===== src/core/epc_defs.svh =====
`ifndef EPC_DEFS_SVH
`define EPC_DEFS_SVH

// ----------------------------------------------------------------
// Register offsets
// ----------------------------------------------------------------
`define EPC_OFF_INTERRUPT_STATUS_0 16'hE502
`define EPC_OFF_INTERRUPT_MASK_0 16'hE50A
`define EPC_OFF_TERM 16'hE60E
`define EPC_OFF_FMODE 16'hE610
`define EPC_OFF_DEN1 16'hE611
`define EPC_OFF_DEN2 16'hE612
`define EPC_OFF_DEN3 16'hE613
`define EPC_OFF_CYC 16'hE705

// ----------------------------------------------------------------
// Field positions
// ----------------------------------------------------------------
`define EPC_FIELD_W 3
`define EPC_TERM_LSB 0
`define EPC_SEL_LSB 0
`define EPC_DIS_LSB 9
`define EPC_LATCH_LSB 12
`define EPC_IRQ_LSB 14

// ----------------------------------------------------------------
// Reset values
// ----------------------------------------------------------------
`define EPC_TERM_RST 16'h01FF
`define EPC_FMODE_RST 16'h0E88
`define EPC_DEN_RST 16'h0000
`define EPC_MASK_RST 32'h0000_0000
`define EPC_CYC_RST 8'h01

// ----------------------------------------------------------------
// Timing
// ----------------------------------------------------------------
`define EPC_CLK_HZ 40000000
`define EPC_LONG_LOW_MS 80
`define EPC_SHORT_LOW_US 1
`define EPC_LONG_LOW_CYC (`EPC_LONG_LOW_MS * (`EPC_CLK_HZ / 1000))
`define EPC_SHORT_LOW_CYC (`EPC_SHORT_LOW_US * (`EPC_CLK_HZ / 1000000))
`define EPC_TMR_W 22

`endif


===== src/core/epc_pkg.sv =====
`include "epc_defs.svh"

package epc_pkg;

    typedef enum logic [2:0] {
        EPC_PT_ACTIVE = 3'h0,
        EPC_PT_REACTIVE = 3'h1,
        EPC_PT_APPARENT = 3'h2,
        EPC_PT_FUND_ACT = 3'h3,
        EPC_PT_FUND_REACT = 3'h4
    } epc_power_t;

    typedef struct packed {
        logic [15:0] cnt;
        logic low;
        logic fall;
        logic [`EPC_TMR_W-1:0] tmr;
    } epc_pulse_state_t;

    typedef struct packed {
        logic [7:0] edges;
        logic [4:0] strobe;
    } epc_latch_state_t;

    typedef struct packed {
        logic [15:0] term_sel;
        logic [15:0] fmode;
        logic [2:0][15:0] den;
        logic [31:0] mask;
        logic [2:0] cf_status;
        logic [7:0] latch_cycles;
        logic [31:0] rdata;
        logic [2:0] pin_n;
        logic irq_n;
    } epc_regs_t;

endpackage : epc_pkg


===== src/core/epc_pulse_gen.sv =====
`timescale 1ns/1ps
`include "epc_defs.svh"

module epc_pulse_gen #(
    parameter int LONG_LOW_CYC = `EPC_LONG_LOW_CYC,
    parameter int SHORT_LOW_CYC = `EPC_SHORT_LOW_CYC
) (
    input wire logic clk,
    input wire logic nrst,
    input wire logic active,
    input wire logic [1:0] inc,
    input wire logic [15:0] den,
    output logic conv_low,
    output logic fall
);

    localparam epc_pkg::epc_pulse_state_t RST_STATE = '{default: '0};

    epc_pkg::epc_pulse_state_t s_reg;
    epc_pkg::epc_pulse_state_t s_next;

    always_comb begin
        logic [16:0] eff;
        logic [16:0] sum;
        logic [16:0] half;
        eff = (den == 16'h0000) ? 17'h0_0001 : {1'b0, den};
        sum = {1'b0, s_reg.cnt} + {15'h0000, inc};
        half = 17'((eff + 17'h0_0001) >> 1);
        s_next = s_reg;
        s_next.fall = 1'b0;
        if (!active) begin
            // Idle converter holds high and forgets partial counts
            s_next.cnt = 16'h0000;
            s_next.low = 1'b0;
            s_next.tmr = '0;
        end else if (sum >= eff) begin
            s_next.cnt = (eff == 17'h0_0001) ? 16'h0000 : 16'(sum - eff);
            s_next.low = 1'b1;
            s_next.fall = 1'b1;
            s_next.tmr = '0;
        end else begin
            s_next.cnt = sum[15:0];
            if (s_reg.low) begin
                s_next.tmr = s_reg.tmr + `EPC_TMR_W'(1);
                if (eff == 17'h0_0001) begin
                    if (s_next.tmr >= `EPC_TMR_W'(SHORT_LOW_CYC)) begin
                        s_next.low = 1'b0;
                    end
                end else if ({1'b0, s_next.cnt} >= half) begin
                    s_next.low = 1'b0;
                end else if (s_next.tmr >= `EPC_TMR_W'(LONG_LOW_CYC)) begin
                    // Long periods reach this before the half count
                    s_next.low = 1'b0;
                end
            end
        end
    end

    always_ff @(posedge clk) begin
        if (!nrst) begin
            s_reg <= RST_STATE;
        end else begin
            s_reg <= s_next;
        end
    end

    assign conv_low = s_reg.low;
    assign fall = s_reg.fall;

endmodule : epc_pulse_gen


===== src/core/epc_latch.sv =====
`timescale 1ns/1ps

module epc_latch (
    input wire logic clk,
    input wire logic nrst,
    input wire logic fall,
    input wire logic enable,
    input wire logic [7:0] interval,
    input wire logic [2:0] sel,
    output logic [4:0] strobe
);

    localparam epc_pkg::epc_latch_state_t RST_STATE = '{default: '0};

    epc_pkg::epc_latch_state_t s_reg;
    epc_pkg::epc_latch_state_t s_next;

    always_comb begin
        logic [8:0] count;
        logic [8:0] limit;
        count = {1'b0, s_reg.edges} + 9'h001;
        // Zero interval behaves as one edge per latch
        limit = (interval == 8'h00) ? 9'h001 : {1'b0, interval};
        s_next = s_reg;
        s_next.strobe = 5'h00;
        if (!enable) begin
            s_next.edges = 8'h00;
        end else if (fall) begin
            if (count >= limit) begin
                s_next.edges = 8'h00;
                if (sel <= 3'h4) begin
                    s_next.strobe[sel] = 1'b1;
                end
            end else begin
                s_next.edges = count[7:0];
            end
        end
    end

    always_ff @(posedge clk) begin
        if (!nrst) begin
            s_reg <= RST_STATE;
        end else begin
            s_reg <= s_next;
        end
    end

    assign strobe = s_reg.strobe;

endmodule : epc_latch


===== src/core/epc_top.sv =====
`timescale 1ns/1ps
`include "epc_defs.svh"

module epc_top #(
    parameter int LONG_LOW_CYC = `EPC_LONG_LOW_CYC,
    parameter int SHORT_LOW_CYC = `EPC_SHORT_LOW_CYC
) (
    input wire logic clk,
    input wire logic nrst,
    input wire logic [15:0] reg_addr,
    input wire logic [31:0] reg_wdata,
    input wire logic reg_wr,
    input wire logic reg_rd,
    output logic [31:0] reg_rdata,
    input wire logic [2:0] active_pulse,
    input wire logic [2:0] reactive_pulse,
    input wire logic [2:0] apparent_pulse,
    input wire logic [2:0] fund_active_pulse,
    input wire logic [2:0] fund_reactive_pulse,
    input wire logic capture_port_enable,
    output logic freq_out_1_n,
    output logic freq_out_2_n,
    output logic freq_out_3_n,
    output logic interrupt_line_0_n,
    output logic [4:0] energy_latch_strobe
);

    // ----------------------------------------------------------------
    // Reset image of the register file
    // ----------------------------------------------------------------
    localparam epc_pkg::epc_regs_t RST_REGS = '{
        term_sel: `EPC_TERM_RST,
        fmode: `EPC_FMODE_RST,
        den: {`EPC_DEN_RST, `EPC_DEN_RST, `EPC_DEN_RST},
        mask: `EPC_MASK_RST,
        cf_status: 3'h0,
        latch_cycles: `EPC_CYC_RST,
        rdata: 32'h0000_0000,
        pin_n: 3'h7,
        irq_n: 1'b1
    };

    epc_pkg::epc_regs_t r_reg;
    epc_pkg::epc_regs_t r_next;

    // ----------------------------------------------------------------
    // Helpers
    // ----------------------------------------------------------------
    function automatic logic [2:0] field3(input logic [15:0] word, input int idx);
        field3 = word[idx*`EPC_FIELD_W +: `EPC_FIELD_W];
    endfunction : field3

    function automatic logic [2:0] pick_type(
        input logic [2:0] sel,
        input logic [2:0] act,
        input logic [2:0] react,
        input logic [2:0] app,
        input logic [2:0] fact,
        input logic [2:0] freact
    );
        case (sel)
            epc_pkg::EPC_PT_ACTIVE: pick_type = act;
            epc_pkg::EPC_PT_REACTIVE: pick_type = react;
            epc_pkg::EPC_PT_APPARENT: pick_type = app;
            epc_pkg::EPC_PT_FUND_ACT: pick_type = fact;
            epc_pkg::EPC_PT_FUND_REACT: pick_type = freact;
            default: pick_type = 3'h0;
        endcase
    endfunction : pick_type

    function automatic logic [1:0] count3(input logic [2:0] v);
        count3 = {1'b0, v[0]} + {1'b0, v[1]} + {1'b0, v[2]};
    endfunction : count3

    function automatic logic hit(input logic [15:0] addr, input logic [15:0] off);
        hit = (addr == off);
    endfunction : hit

    // ----------------------------------------------------------------
    // Converters
    // ----------------------------------------------------------------
    logic [2:0] conv_active;
    logic [2:0] conv_low;
    logic [2:0] conv_fall;
    logic [2:0][1:0] conv_inc;
    logic [2:0][4:0] conv_strobe;

    genvar gi;
    generate
        for (gi = 0; gi < 3; gi++) begin : g_conv
            logic [2:0] sel;
            logic [2:0] phases;
            logic [2:0] picked;
            assign sel = field3(r_reg.fmode, gi);
            assign phases = field3(r_reg.term_sel, gi);
            assign picked = pick_type(sel, active_pulse, reactive_pulse, apparent_pulse,
                fund_active_pulse, fund_reactive_pulse);
            // Summing up to three phase pulses in one cycle keeps them all, except with den 0 or 1, where they give one output pulse
            assign conv_inc[gi] = count3(picked & phases);
            assign conv_active[gi] = (phases != 3'h0) && (sel <= 3'h4);

            epc_pulse_gen #(
                .LONG_LOW_CYC(LONG_LOW_CYC),
                .SHORT_LOW_CYC(SHORT_LOW_CYC)
            ) u_pulse (
                .clk(clk),
                .nrst(nrst),
                .active(conv_active[gi]),
                .inc(conv_inc[gi]),
                .den(r_reg.den[gi]),
                .conv_low(conv_low[gi]),
                .fall(conv_fall[gi])
            );

            epc_latch u_latch (
                .clk(clk),
                .nrst(nrst),
                .fall(conv_fall[gi]),
                .enable(r_reg.fmode[`EPC_LATCH_LSB + gi] && conv_active[gi]),
                .interval(r_reg.latch_cycles),
                .sel(sel),
                .strobe(conv_strobe[gi])
            );
        end
    endgenerate

    // ----------------------------------------------------------------
    // Register file and pins
    // ----------------------------------------------------------------
    always_comb begin
        logic [2:0] set_st;
        logic [2:0] clr_st;
        set_st = 3'h0;
        clr_st = 3'h0;
        r_next = r_reg;

        // Status is set only for unmasked edges, pin state ignored
        for (int i = 0; i < 3; i++) begin
            set_st[i] = conv_fall[i] && r_reg.mask[`EPC_IRQ_LSB + i];
        end

        if (reg_wr) begin
            if (hit(reg_addr, `EPC_OFF_INTERRUPT_STATUS_0)) begin
                clr_st = reg_wdata[`EPC_IRQ_LSB +: 3];
            end
            if (hit(reg_addr, `EPC_OFF_INTERRUPT_MASK_0)) begin
                r_next.mask = reg_wdata;
            end
            if (hit(reg_addr, `EPC_OFF_TERM)) begin
                r_next.term_sel = reg_wdata[15:0];
            end
            if (hit(reg_addr, `EPC_OFF_FMODE)) begin
                r_next.fmode = reg_wdata[15:0];
            end
            if (hit(reg_addr, `EPC_OFF_DEN1)) begin
                r_next.den[0] = reg_wdata[15:0];
            end
            if (hit(reg_addr, `EPC_OFF_DEN2)) begin
                r_next.den[1] = reg_wdata[15:0];
            end
            if (hit(reg_addr, `EPC_OFF_DEN3)) begin
                r_next.den[2] = reg_wdata[15:0];
            end
            if (hit(reg_addr, `EPC_OFF_CYC)) begin
                r_next.latch_cycles = reg_wdata[7:0];
            end
        end

        // New edge in the clearing cycle survives
        r_next.cf_status = (r_reg.cf_status & ~clr_st) | set_st;
        r_next.irq_n = ~|(r_next.cf_status & r_next.mask[`EPC_IRQ_LSB +: 3]);

        if (reg_rd) begin
            r_next.rdata = 32'h0000_0000;
            if (hit(reg_addr, `EPC_OFF_INTERRUPT_STATUS_0)) begin
                r_next.rdata[`EPC_IRQ_LSB +: 3] = r_reg.cf_status;
            end
            if (hit(reg_addr, `EPC_OFF_INTERRUPT_MASK_0)) begin
                r_next.rdata = r_reg.mask;
            end
            if (hit(reg_addr, `EPC_OFF_TERM)) begin
                r_next.rdata[15:0] = r_reg.term_sel;
            end
            if (hit(reg_addr, `EPC_OFF_FMODE)) begin
                r_next.rdata[15:0] = r_reg.fmode;
            end
            if (hit(reg_addr, `EPC_OFF_DEN1)) begin
                r_next.rdata[15:0] = r_reg.den[0];
            end
            if (hit(reg_addr, `EPC_OFF_DEN2)) begin
                r_next.rdata[15:0] = r_reg.den[1];
            end
            if (hit(reg_addr, `EPC_OFF_DEN3)) begin
                r_next.rdata[15:0] = r_reg.den[2];
            end
            if (hit(reg_addr, `EPC_OFF_CYC)) begin
                r_next.rdata[7:0] = r_reg.latch_cycles;
            end
        end

        // Pins follow the converter one cycle later, high when disabled
        for (int i = 0; i < 3; i++) begin
            r_next.pin_n[i] = r_reg.fmode[`EPC_DIS_LSB + i] | ~conv_low[i];
        end
        if (capture_port_enable) begin
            // Pin belongs to the capture clock; converter keeps running
            r_next.pin_n[2] = 1'b1;
        end
    end

    always_ff @(posedge clk) begin
        if (!nrst) begin
            r_reg <= RST_REGS;
        end else begin
            r_reg <= r_next;
        end
    end

    // ----------------------------------------------------------------
    // Outputs
    // ----------------------------------------------------------------
    assign reg_rdata = r_reg.rdata;
    assign freq_out_1_n = r_reg.pin_n[0];
    assign freq_out_2_n = r_reg.pin_n[1];
    assign freq_out_3_n = r_reg.pin_n[2];
    assign interrupt_line_0_n = r_reg.irq_n;
    // Accumulator block copies then clears all three phases of each type
    assign energy_latch_strobe = conv_strobe[0] | conv_strobe[1] | conv_strobe[2];

endmodule : epc_top


===== config.mk =====
export PLATFORM = sky130hd
export DESIGN_NAME = epc_top
export DESIGN_NICKNAME = d
export VERILOG_FILES = /design/src/core/epc_pkg.sv /design/src/core/epc_pulse_gen.sv /design/src/core/epc_latch.sv /design/src/core/epc_top.sv
export VERILOG_INCLUDE_DIRS = /design/src /design/src/core
export SDC_FILE = /design/constraint.sdc
export NUM_CORES = 1
export LEC_CHECK = 0
export BUFFER_PORTS_ARGS = -buffer_cell sky130_fd_sc_hd__buf_4
export CORE_AREA = 2 2 234 144
export DETAILED_ROUTE_END_ITERATION = 7
export DIE_AREA = 0 0 236 146
export GPL_TIMING_DRIVEN = 0
export PLACE_DENSITY_LB_ADDON = 0.1
export SLEW_MARGIN = 20
export SYNTH_ARGS = -nofsm -noshare
export SYNTH_HDL_FRONTEND = slang
export SYNTH_SLANG_ARGS = --single-unit

===== constraint.sdc =====
create_clock -name clk -period 7.2 [get_ports clk]
set_input_delay 0.72 -clock clk [delete_from_list [all_inputs] [get_ports clk]]
set_output_delay 0.72 -clock clk [all_outputs]
set_load 0.02 [all_outputs]

Word-level counts from Yosys, hierarchy flattened
Index checks and enable logic that the tools add are counted.

Register bits: 318. Input bits: 68. Output and inout port bits: 41. Word-level logic and storage cells: 214.

$add $sub $neg: 21. Magnitude comparators: 24. Eq/ne operators: 23. Multiplexer cells: 52. Bitwise logic cells: 19. Reduce and logical (&&, ||, !) cells: 44.

Operators by type and width (count): 16-bit two-way mux (11); 16-bit == test, second input constant (8); 17-bit two-way mux (5); 22-bit by 1-bit adder with 22-bit output, second input constant (3); 22-bit greater-or-equal comparator, second input constant (3); 22-bit by 6-bit greater-or-equal comparator with 1-bit output, second input constant (3); 16-bit by 2-bit adder with 17-bit output (3); 17-bit by 1-bit adder with 17-bit output, second input constant (3); 17-bit by 1-bit == test with 1-bit output, second input constant (3); 17-bit by 16-bit greater-or-equal comparator with 1-bit output (3); 16-bit greater-or-equal comparator (3); 16-bit zero test (3); 16-bit subtractor (3); 3-bit case mux with 5 select lines (3); 8-bit two-way mux (5); 32-bit two-way mux (1); 8-bit by 1-bit adder with 9-bit output, second input constant (3); 9-bit greater-or-equal comparator (3); 2-bit AND reduction (13); 1-bit two-way mux (21); 3-bit by 2-bit == test with 1-bit output, second input constant (6); 3-bit bitwise AND (5); 5-bit AND reduction (3); 1-bit logical AND (12); 20 further kinds (54).

Depth between registers and ports, before layout
Depth after elaboration: 11. Gate-level depth with buffers: 24. Depth with buffers taken out: 21.

Hierarchy
Synthesis repeated with hierarchy kept, for this count alone.

Cells, all modules: 2635. Area, all modules: 21983.6 um^2.

Modules (own cells, without submodules): epc_pulse_gen (g_conv[0].u_pulse ...) (instances 2, cells an instance 467, area each 3906.2 um^2, seq. area each 800.8 um^2); epc_top (instances 1, cells an instance 936, area each 7667.4 um^2, seq. area each 3183.1 um^2); epc_pulse_gen (g_conv[1].u_pulse) (instances 1, cells an instance 482, area each 3817.4 um^2, seq. area each 800.8 um^2); epc_latch (g_conv[0].u_latch ...) (instances 2, cells an instance 89, area each 882.1 um^2, seq. area each 260.2 um^2); epc_latch (g_conv[2].u_latch) (instances 1, cells an instance 105, area each 922.1 um^2, seq. area each 260.2 um^2).

Worst setup path after synthesis
Ideal clock, no wire load.

Path type: input port to flip-flop. Start: input apparent_pulse[0]. End: register g_conv[2].u_pulse.s_reg[10] (netlist name). Arrival time: 4.849 ns. Setup slack: 2.286 ns. Cell stages on the path: 23. Path buffers: 2. Cells stage by stage: mux2i_1 -> nor2_1 -> a31oi_1 -> o22ai_1 -> and2_1 -> fa_1 -> ha_1 -> fa_1 -> and3_1 -> and3_1 -> nand2_1 -> xnor2_1 -> ha_1 -> a21o_1 -> a21o_1 -> a21oi_1 -> and2_1 -> a21bo_2 -> and2_1 -> clkbuf_1 -> nand2_1 -> clkbuf_1 -> nor2_1.

Longest elaborated chain between the ends: 7.

RTL lines: from (decl) (RTL line epc_top.sv:17) `input wire logic [2:0] apparent_pulse,`; 3-bit case mux with 5 select lines (RTL line epc_top.sv:61) `case (sel)`; 3-bit bitwise AND (RTL line epc_top.sv:99) `assign conv_inc[gi] = count3(picked & phases);`; 1-bit by 1-bit adder with 2-bit output (RTL line epc_top.sv:72) `count3 = {1'b0, v[0]} + {1'b0, v[1]} + {1'b0, v[2]};`; 2-bit by 1-bit adder with 2-bit output (RTL line epc_top.sv:72); 16-bit by 2-bit adder with 17-bit output (RTL line epc_pulse_gen.sv:27) `sum = {1'b0, s_reg.cnt} + {15'h0000, inc};`; 17-bit by 16-bit greater-or-equal comparator with 1-bit output (RTL line epc_pulse_gen.sv:36) `end else if (sum >= eff) begin`; 3-bit OR reduction (no source line); to (signal assigned) (RTL line epc_pulse_gen.sv:63) `s_reg <= s_next;`; to (decl) (RTL line epc_pulse_gen.sv:19) `epc_pkg::epc_pulse_state_t s_reg;`.

No other way between the ends. A chain may end at the register's enable or synchronous reset.

Worst setup path after layout
Start: register r_reg, in the netlist g_conv[1].sel[2]. End: register g_conv[1].u_pulse.s_reg[1] (netlist name).

Longest elaborated chain between the ends: 8. Elaborated cells between the ends (all ways): 15. Classes of those cells: add/sub: 3; order compare: 2; eq/ne: 4; mux: 1; bitwise: 2; reduce/logical: 3.

RTL lines: from (decl) (RTL line epc_top.sv:43) `epc_pkg::epc_regs_t r_reg;`; from (signal assigned) (RTL line epc_top.sv:215) `r_reg <= r_next;`; 3-bit == test, or another cell as far along (RTL line epc_top.sv:61); 3-bit case mux with 5 select lines (RTL line epc_top.sv:61); 3-bit bitwise AND (RTL line epc_top.sv:99); 1-bit by 1-bit adder with 2-bit output (RTL line epc_top.sv:72); 2-bit by 1-bit adder with 2-bit output (RTL line epc_top.sv:72); 16-bit by 2-bit adder with 17-bit output (RTL line epc_pulse_gen.sv:27); 17-bit by 16-bit greater-or-equal comparator with 1-bit output (RTL line epc_pulse_gen.sv:36); 3-bit OR reduction (no source line) (*); to (signal assigned) (RTL line epc_pulse_gen.sv:63); to (decl) (RTL line epc_pulse_gen.sv:19).

Every way passes the cells marked *; elsewhere a longest branch is shown, timed or not.

==> summary.md <==
| Metric | Value |
|---|---|
| Data arrival time of the critical path | `6.86 ns` |
| Via density | `6.225` |
| Worst setup path category | `reg -> reg` |
| Clock buffers created by TritonCTS | `31` |
| Worst min-delay path category | `in -> reg` |
| Std-Cell Core Area | `32100 sq um` |
| Count of mapped cells out of synthesis | `2574` |
| Global-route track usage on met1 | `52.24%` |
| Number of nets with antenna violations after detailed routing | `0` |
| Adder and majority gate portion of the synthesized area | `9.031%` |
| Largest net degree at the start of global routing | `15` |
| Seq/Total Area, Yosys | `30.76%` |
| DRC violation total after the first TritonRoute iteration | `2356` |
| HPWL after detailed placement | `47.87 mm` |
| # IOs | `109` |
| Fraction of met3 tracks used by global routing | `10.07%` |
| Hold slack | `0.3728 ns` |
| GRT Resource Usage Total | `34.71%` |
| Combinational family with the most area after synthesis | `simple AND/OR/NAND/NOR gates` |
| Synthesis-to-layout area growth | `11.24%` |
| Power Dens Cells | `232.5 nW/um^2` |
| Peak supply drop | `177.7 uV` |
| Total DRC errors in the routed layout | `3` |
| Power after layout | `5353 uW` |
| Number of H-tree branching levels | `1` |
| Cell depth of the worst hold path | `2` |
| Sequence of cells on the critical path | `clkbuf_1 -> mux2i_1 -> nor2_1 -> a21oi_1 -> o22ai_1 -> and2_1 -> fa_1 -> ha_1 -> fa_1 -> nand3_1 -> nor2_1 -> xor2_1 -> ha_1 -> a21o_1 -> a21oi_1 -> o21ai_0 -> a21oi_1 -> o211ai_1 -> a41oi_4 -> nand2_2 -> buf_2 -> nor2_1` |
| Number of global-route vias before repair | `17680` |
| Post-synthesis share of cell area spent on and, or, nand and nor gates | `25.49%` |
| Setup repair after global routing missed its margin | `no` |
| Mux share of post-synthesis cell area | `1.795%` |
| Leak Pwr | `0.009027 uW` |
| Syn Area/Cell | `8.041 sq um` |
| Critical path's largest stage delay | `0.53 ns` |
| # setup viols final | `0` |
| Antenna violations before repair | `0` |
| # Max-Cap Violations | `0` |
| Routed length per placed instance | `19.59 microns` |
| Routed WL | `61.86 mm` |
| Total nets after synthesis | `2786` |
| CTS-repair resized insts | `0` |
| Worst clock skew | `0.01684 ns` |
| Busiest layer in global routing | `met1` |
| Clock root buffer | `sky130_fd_sc_hd__clkbuf_16` |
| Number of sinks handled by clock tree synthesis | `318` |
| Wire length of the first global-routing pass | `96.63 mm` |
| Initial DRT Pass Iterations | `8` |
| Synth Area in Compound Gates | `17.91%` |
| Fraction of final layout cells with drive strength greater than 1 | `9.660%` |
| Flop and latch count out of synthesis | `318` |
| Final Slew Violations | `0` |
| Vias | `19660` |
| Shortest period the worst path allows | `6.358 ns` |
| Floorplan die width | `236 microns` |
| Max FFs per register | `114` |
| Netlist area before placement | `20700 sq um` |
| Final nets | `2924` |
| Die height | `146 microns` |
| Endpoint class of the critical path | `register` |
| Run status | `finished with violations` |
| Met2 track utilization from global routing | `48.72%` |
| Post-synth top flop | `sky130_fd_sc_hd__dfxtp_1` |
| Number of port buffers | `105` |
| Area of the die | `34460 sq um` |
| Post-CTS Hold Buffers | `0` |
| Total negative slack | `0 ns` |
| Post-synthesis xor/xnor area fraction | `9.394%` |
| Required time reported for the critical path endpoint | `7.70 ns` |
| Number of enable-type register cells in the synthesized netlist | `0` |
| Overflow left after global routing | `0` |
| Clock insertion delay at the later pin of the skew report | `0.58 ns` |
| Post-CTS Setup Inserts | `0` |
| Slew margin rel. | `23.98%` |
| Peak fanout along the critical path | `10` |
| Tightest Pin Transition | `1.136 ns` |
| Effective utilization at floorplan | `64.49%` |
| Number of unique standard cell types used by synthesis | `94` |
| Placement row count | `51` |
| Worst Reg2Reg Path Length in Cells | `22` |
| Maximum frequency from static timing analysis | `157.3 MHz` |
| Number of warnings issued by yosys | `0` |
| Async set or reset register ratio after synthesis | `0%` |
| Weighted congestion reported at the end of routability-driven placement | `0.9898` |
| Sort of element at the start of the critical path | `register` |
| Failing checks | `design-rule violations` |
| Fin crit share | `88.31%` |
| Final hold vios | `0` |
| Cell with the largest stage delay on the worst path | `sky130_fd_sc_hd__a41oi_4` |
| Clk slew on worst S/H paths | `0.07 ns` |
| CTS tree | `yes` |
| Buffers from clock root to sink, at most | `3` |
## critical path: cells and delay by family (launching register included)
kind | cells | cell delay [ns]
AO/OA/AOI/OAI | 8 | 2.22
AND/OR/NAND/NOR | 6 | 1.10
XOR/XNOR | 1 | 0.31
buffers and inverters | 2 | 0.72
flip-flops | 1 | 0.32
multiplexers | 1 | 0.15
adder cells (fa/ha/maj) | 4 | 1.43
## kinds of logic (layout without fill, tap and decap cells)
logic type | count (synthesis) | after routing
fa+ha+maj | 144 | 144
flops | 318 | 318
compound gates | 533 | 533
simple gates | 1060 | 1060
mux | 33 | 33
xor+xnor | 222 | 222
buf+inv | 264 | 423
other cells | 0 | 1
## cell usage after synthesis, drive strengths merged (6+ instances only)
library cell,count,area (sq um)
o211ai,8,60.06
and3,45,286.5
or3,16,100.1
and2,32,200.2
xnor2,122,1069
fa,9,180.2
o21ai,89,449.2
a21o,42,315.3
clkbuf,95,359.1
inv,93,349.1
a31oi,14,87.58
nor2b,17,106.4
a222oi,15,150.1
nor3,28,182.7
o22ai,12,75.07
or4,7,56.30
dfxtp,318,6366
a21oi,100,500.5
o221ai,17,148.9
nand2,404,1521
a22o,14,122.6
nand3b,7,52.55
or2,10,62.56
o21a,9,67.56
a211oi,11,82.58
ha,135,1689
nand4,55,356.6
nor4,28,232.7
nand2b,53,331.6
buf,76,456.7
and4,17,151.4
a32o,11,110.1
nand3,143,728.2
nor2,173,666.9
a21boi,130,975.9
o21bai,6,45.04
xor2,100,875.8
mux2i,27,270.3
## layer usage
metal / vias up / share of wire, %
met5: - / 0
met4: 0 / 2.1
met3: 113 / 12
met2: 1005 / 39
met1: 9230 / 46
li1: 9311 / -
## layout make-up
cell class / count / area (sq um)
Antenna cell: 1 / 2.502
Buffer: 171 / 815.8
Clock inverter: 7 / 110.1
Inverter: 93 / 349.1
Fill cell: 2578 / 9071
Tap cell: 424 / 530.5
Sequential cell: 318 / 6366
Multi-Input combinational cell: 1992 / 13170
Timing Repair Buffer: 105 / 788.3
Clock buffer: 47 / 895.9
## final timing paths
kind | startpoint | end | slack (ns)
worst max register to register | g_conv[1].sel[2] | g_conv[1].u_pulse.s_reg[1] | 0.84
worst min register to register | r_reg[58] | r_reg[58] | 0.46
worst min-delay path | capture_port_enable | freq_out_3_n | 0.37
worst max-delay path | g_conv[1].sel[2] | g_conv[1].u_pulse.s_reg[1] | 0.84
## where the power goes
group | internal (uW) | leakage (uW) | switching (uW) | total (uW)
logic | 732 | 0.00597 | 1100 | 1830
registers | 1800 | 0.00256 | 50.6 | 1850
clock network | 957 | 0.000495 | 714 | 1670
total | 3490 | 0.00903 | 1860 | 5350
## placed cells by master, fill, tap and decap left out, types with 8 or more instances in the layout
master                      count
sky130_fd_sc_hd__dfxtp_1      318
sky130_fd_sc_hd__a21oi_1      100
sky130_fd_sc_hd__fa_1           9
sky130_fd_sc_hd__nor3_1        22
sky130_fd_sc_hd__nand2_1      402
sky130_fd_sc_hd__mux2i_1       27
sky130_fd_sc_hd__o221ai_1      17
sky130_fd_sc_hd__a21boi_0     123
sky130_fd_sc_hd__xor2_1       100
sky130_fd_sc_hd__a31oi_1       14
sky130_fd_sc_hd__nand3_1      142
sky130_fd_sc_hd__clkbuf_16     31
sky130_fd_sc_hd__and4_1        16
sky130_fd_sc_hd__ha_1         135
sky130_fd_sc_hd__nor4_1        23
sky130_fd_sc_hd__or2_2          9
sky130_fd_sc_hd__inv_1         93
sky130_fd_sc_hd__buf_1         11
sky130_fd_sc_hd__a211oi_1      11
sky130_fd_sc_hd__or3_1         16
sky130_fd_sc_hd__o21ai_0       86
sky130_fd_sc_hd__a32o_1        11
sky130_fd_sc_hd__buf_2         29
sky130_fd_sc_hd__o22ai_1       12
sky130_fd_sc_hd__o21a_1         9
sky130_fd_sc_hd__and3_1        44
sky130_fd_sc_hd__and2_1        32
sky130_fd_sc_hd__nand4_1       53
sky130_fd_sc_hd__buf_4        141
sky130_fd_sc_hd__a21o_1        42
sky130_fd_sc_hd__xnor2_1      122
sky130_fd_sc_hd__clkbuf_1     103
sky130_fd_sc_hd__nor2b_1       17
sky130_fd_sc_hd__nand2b_1      53
sky130_fd_sc_hd__nor2_1       170
sky130_fd_sc_hd__a22o_1        14
sky130_fd_sc_hd__o211ai_1       8
sky130_fd_sc_hd__a222oi_1      15
## through the flow
stage | setup slack, ns | instance area, sq um | cells | util [%]
after floorplan | 2.286 | 20700 | 2574 | -
after global placement | 1.255 | 22020 | 3103 | 68.60
after detailed placement | 1.090 | 22020 | 3103 | 68.60
after CTS | 1.061 | 23020 | 3157 | 71.73
after global routing | 0.4905 | 23020 | 3157 | 71.73
final | 0.8420 | 23030 | 3158 | 71.74
No activity file was read; power rests on OpenSTA's default activity.
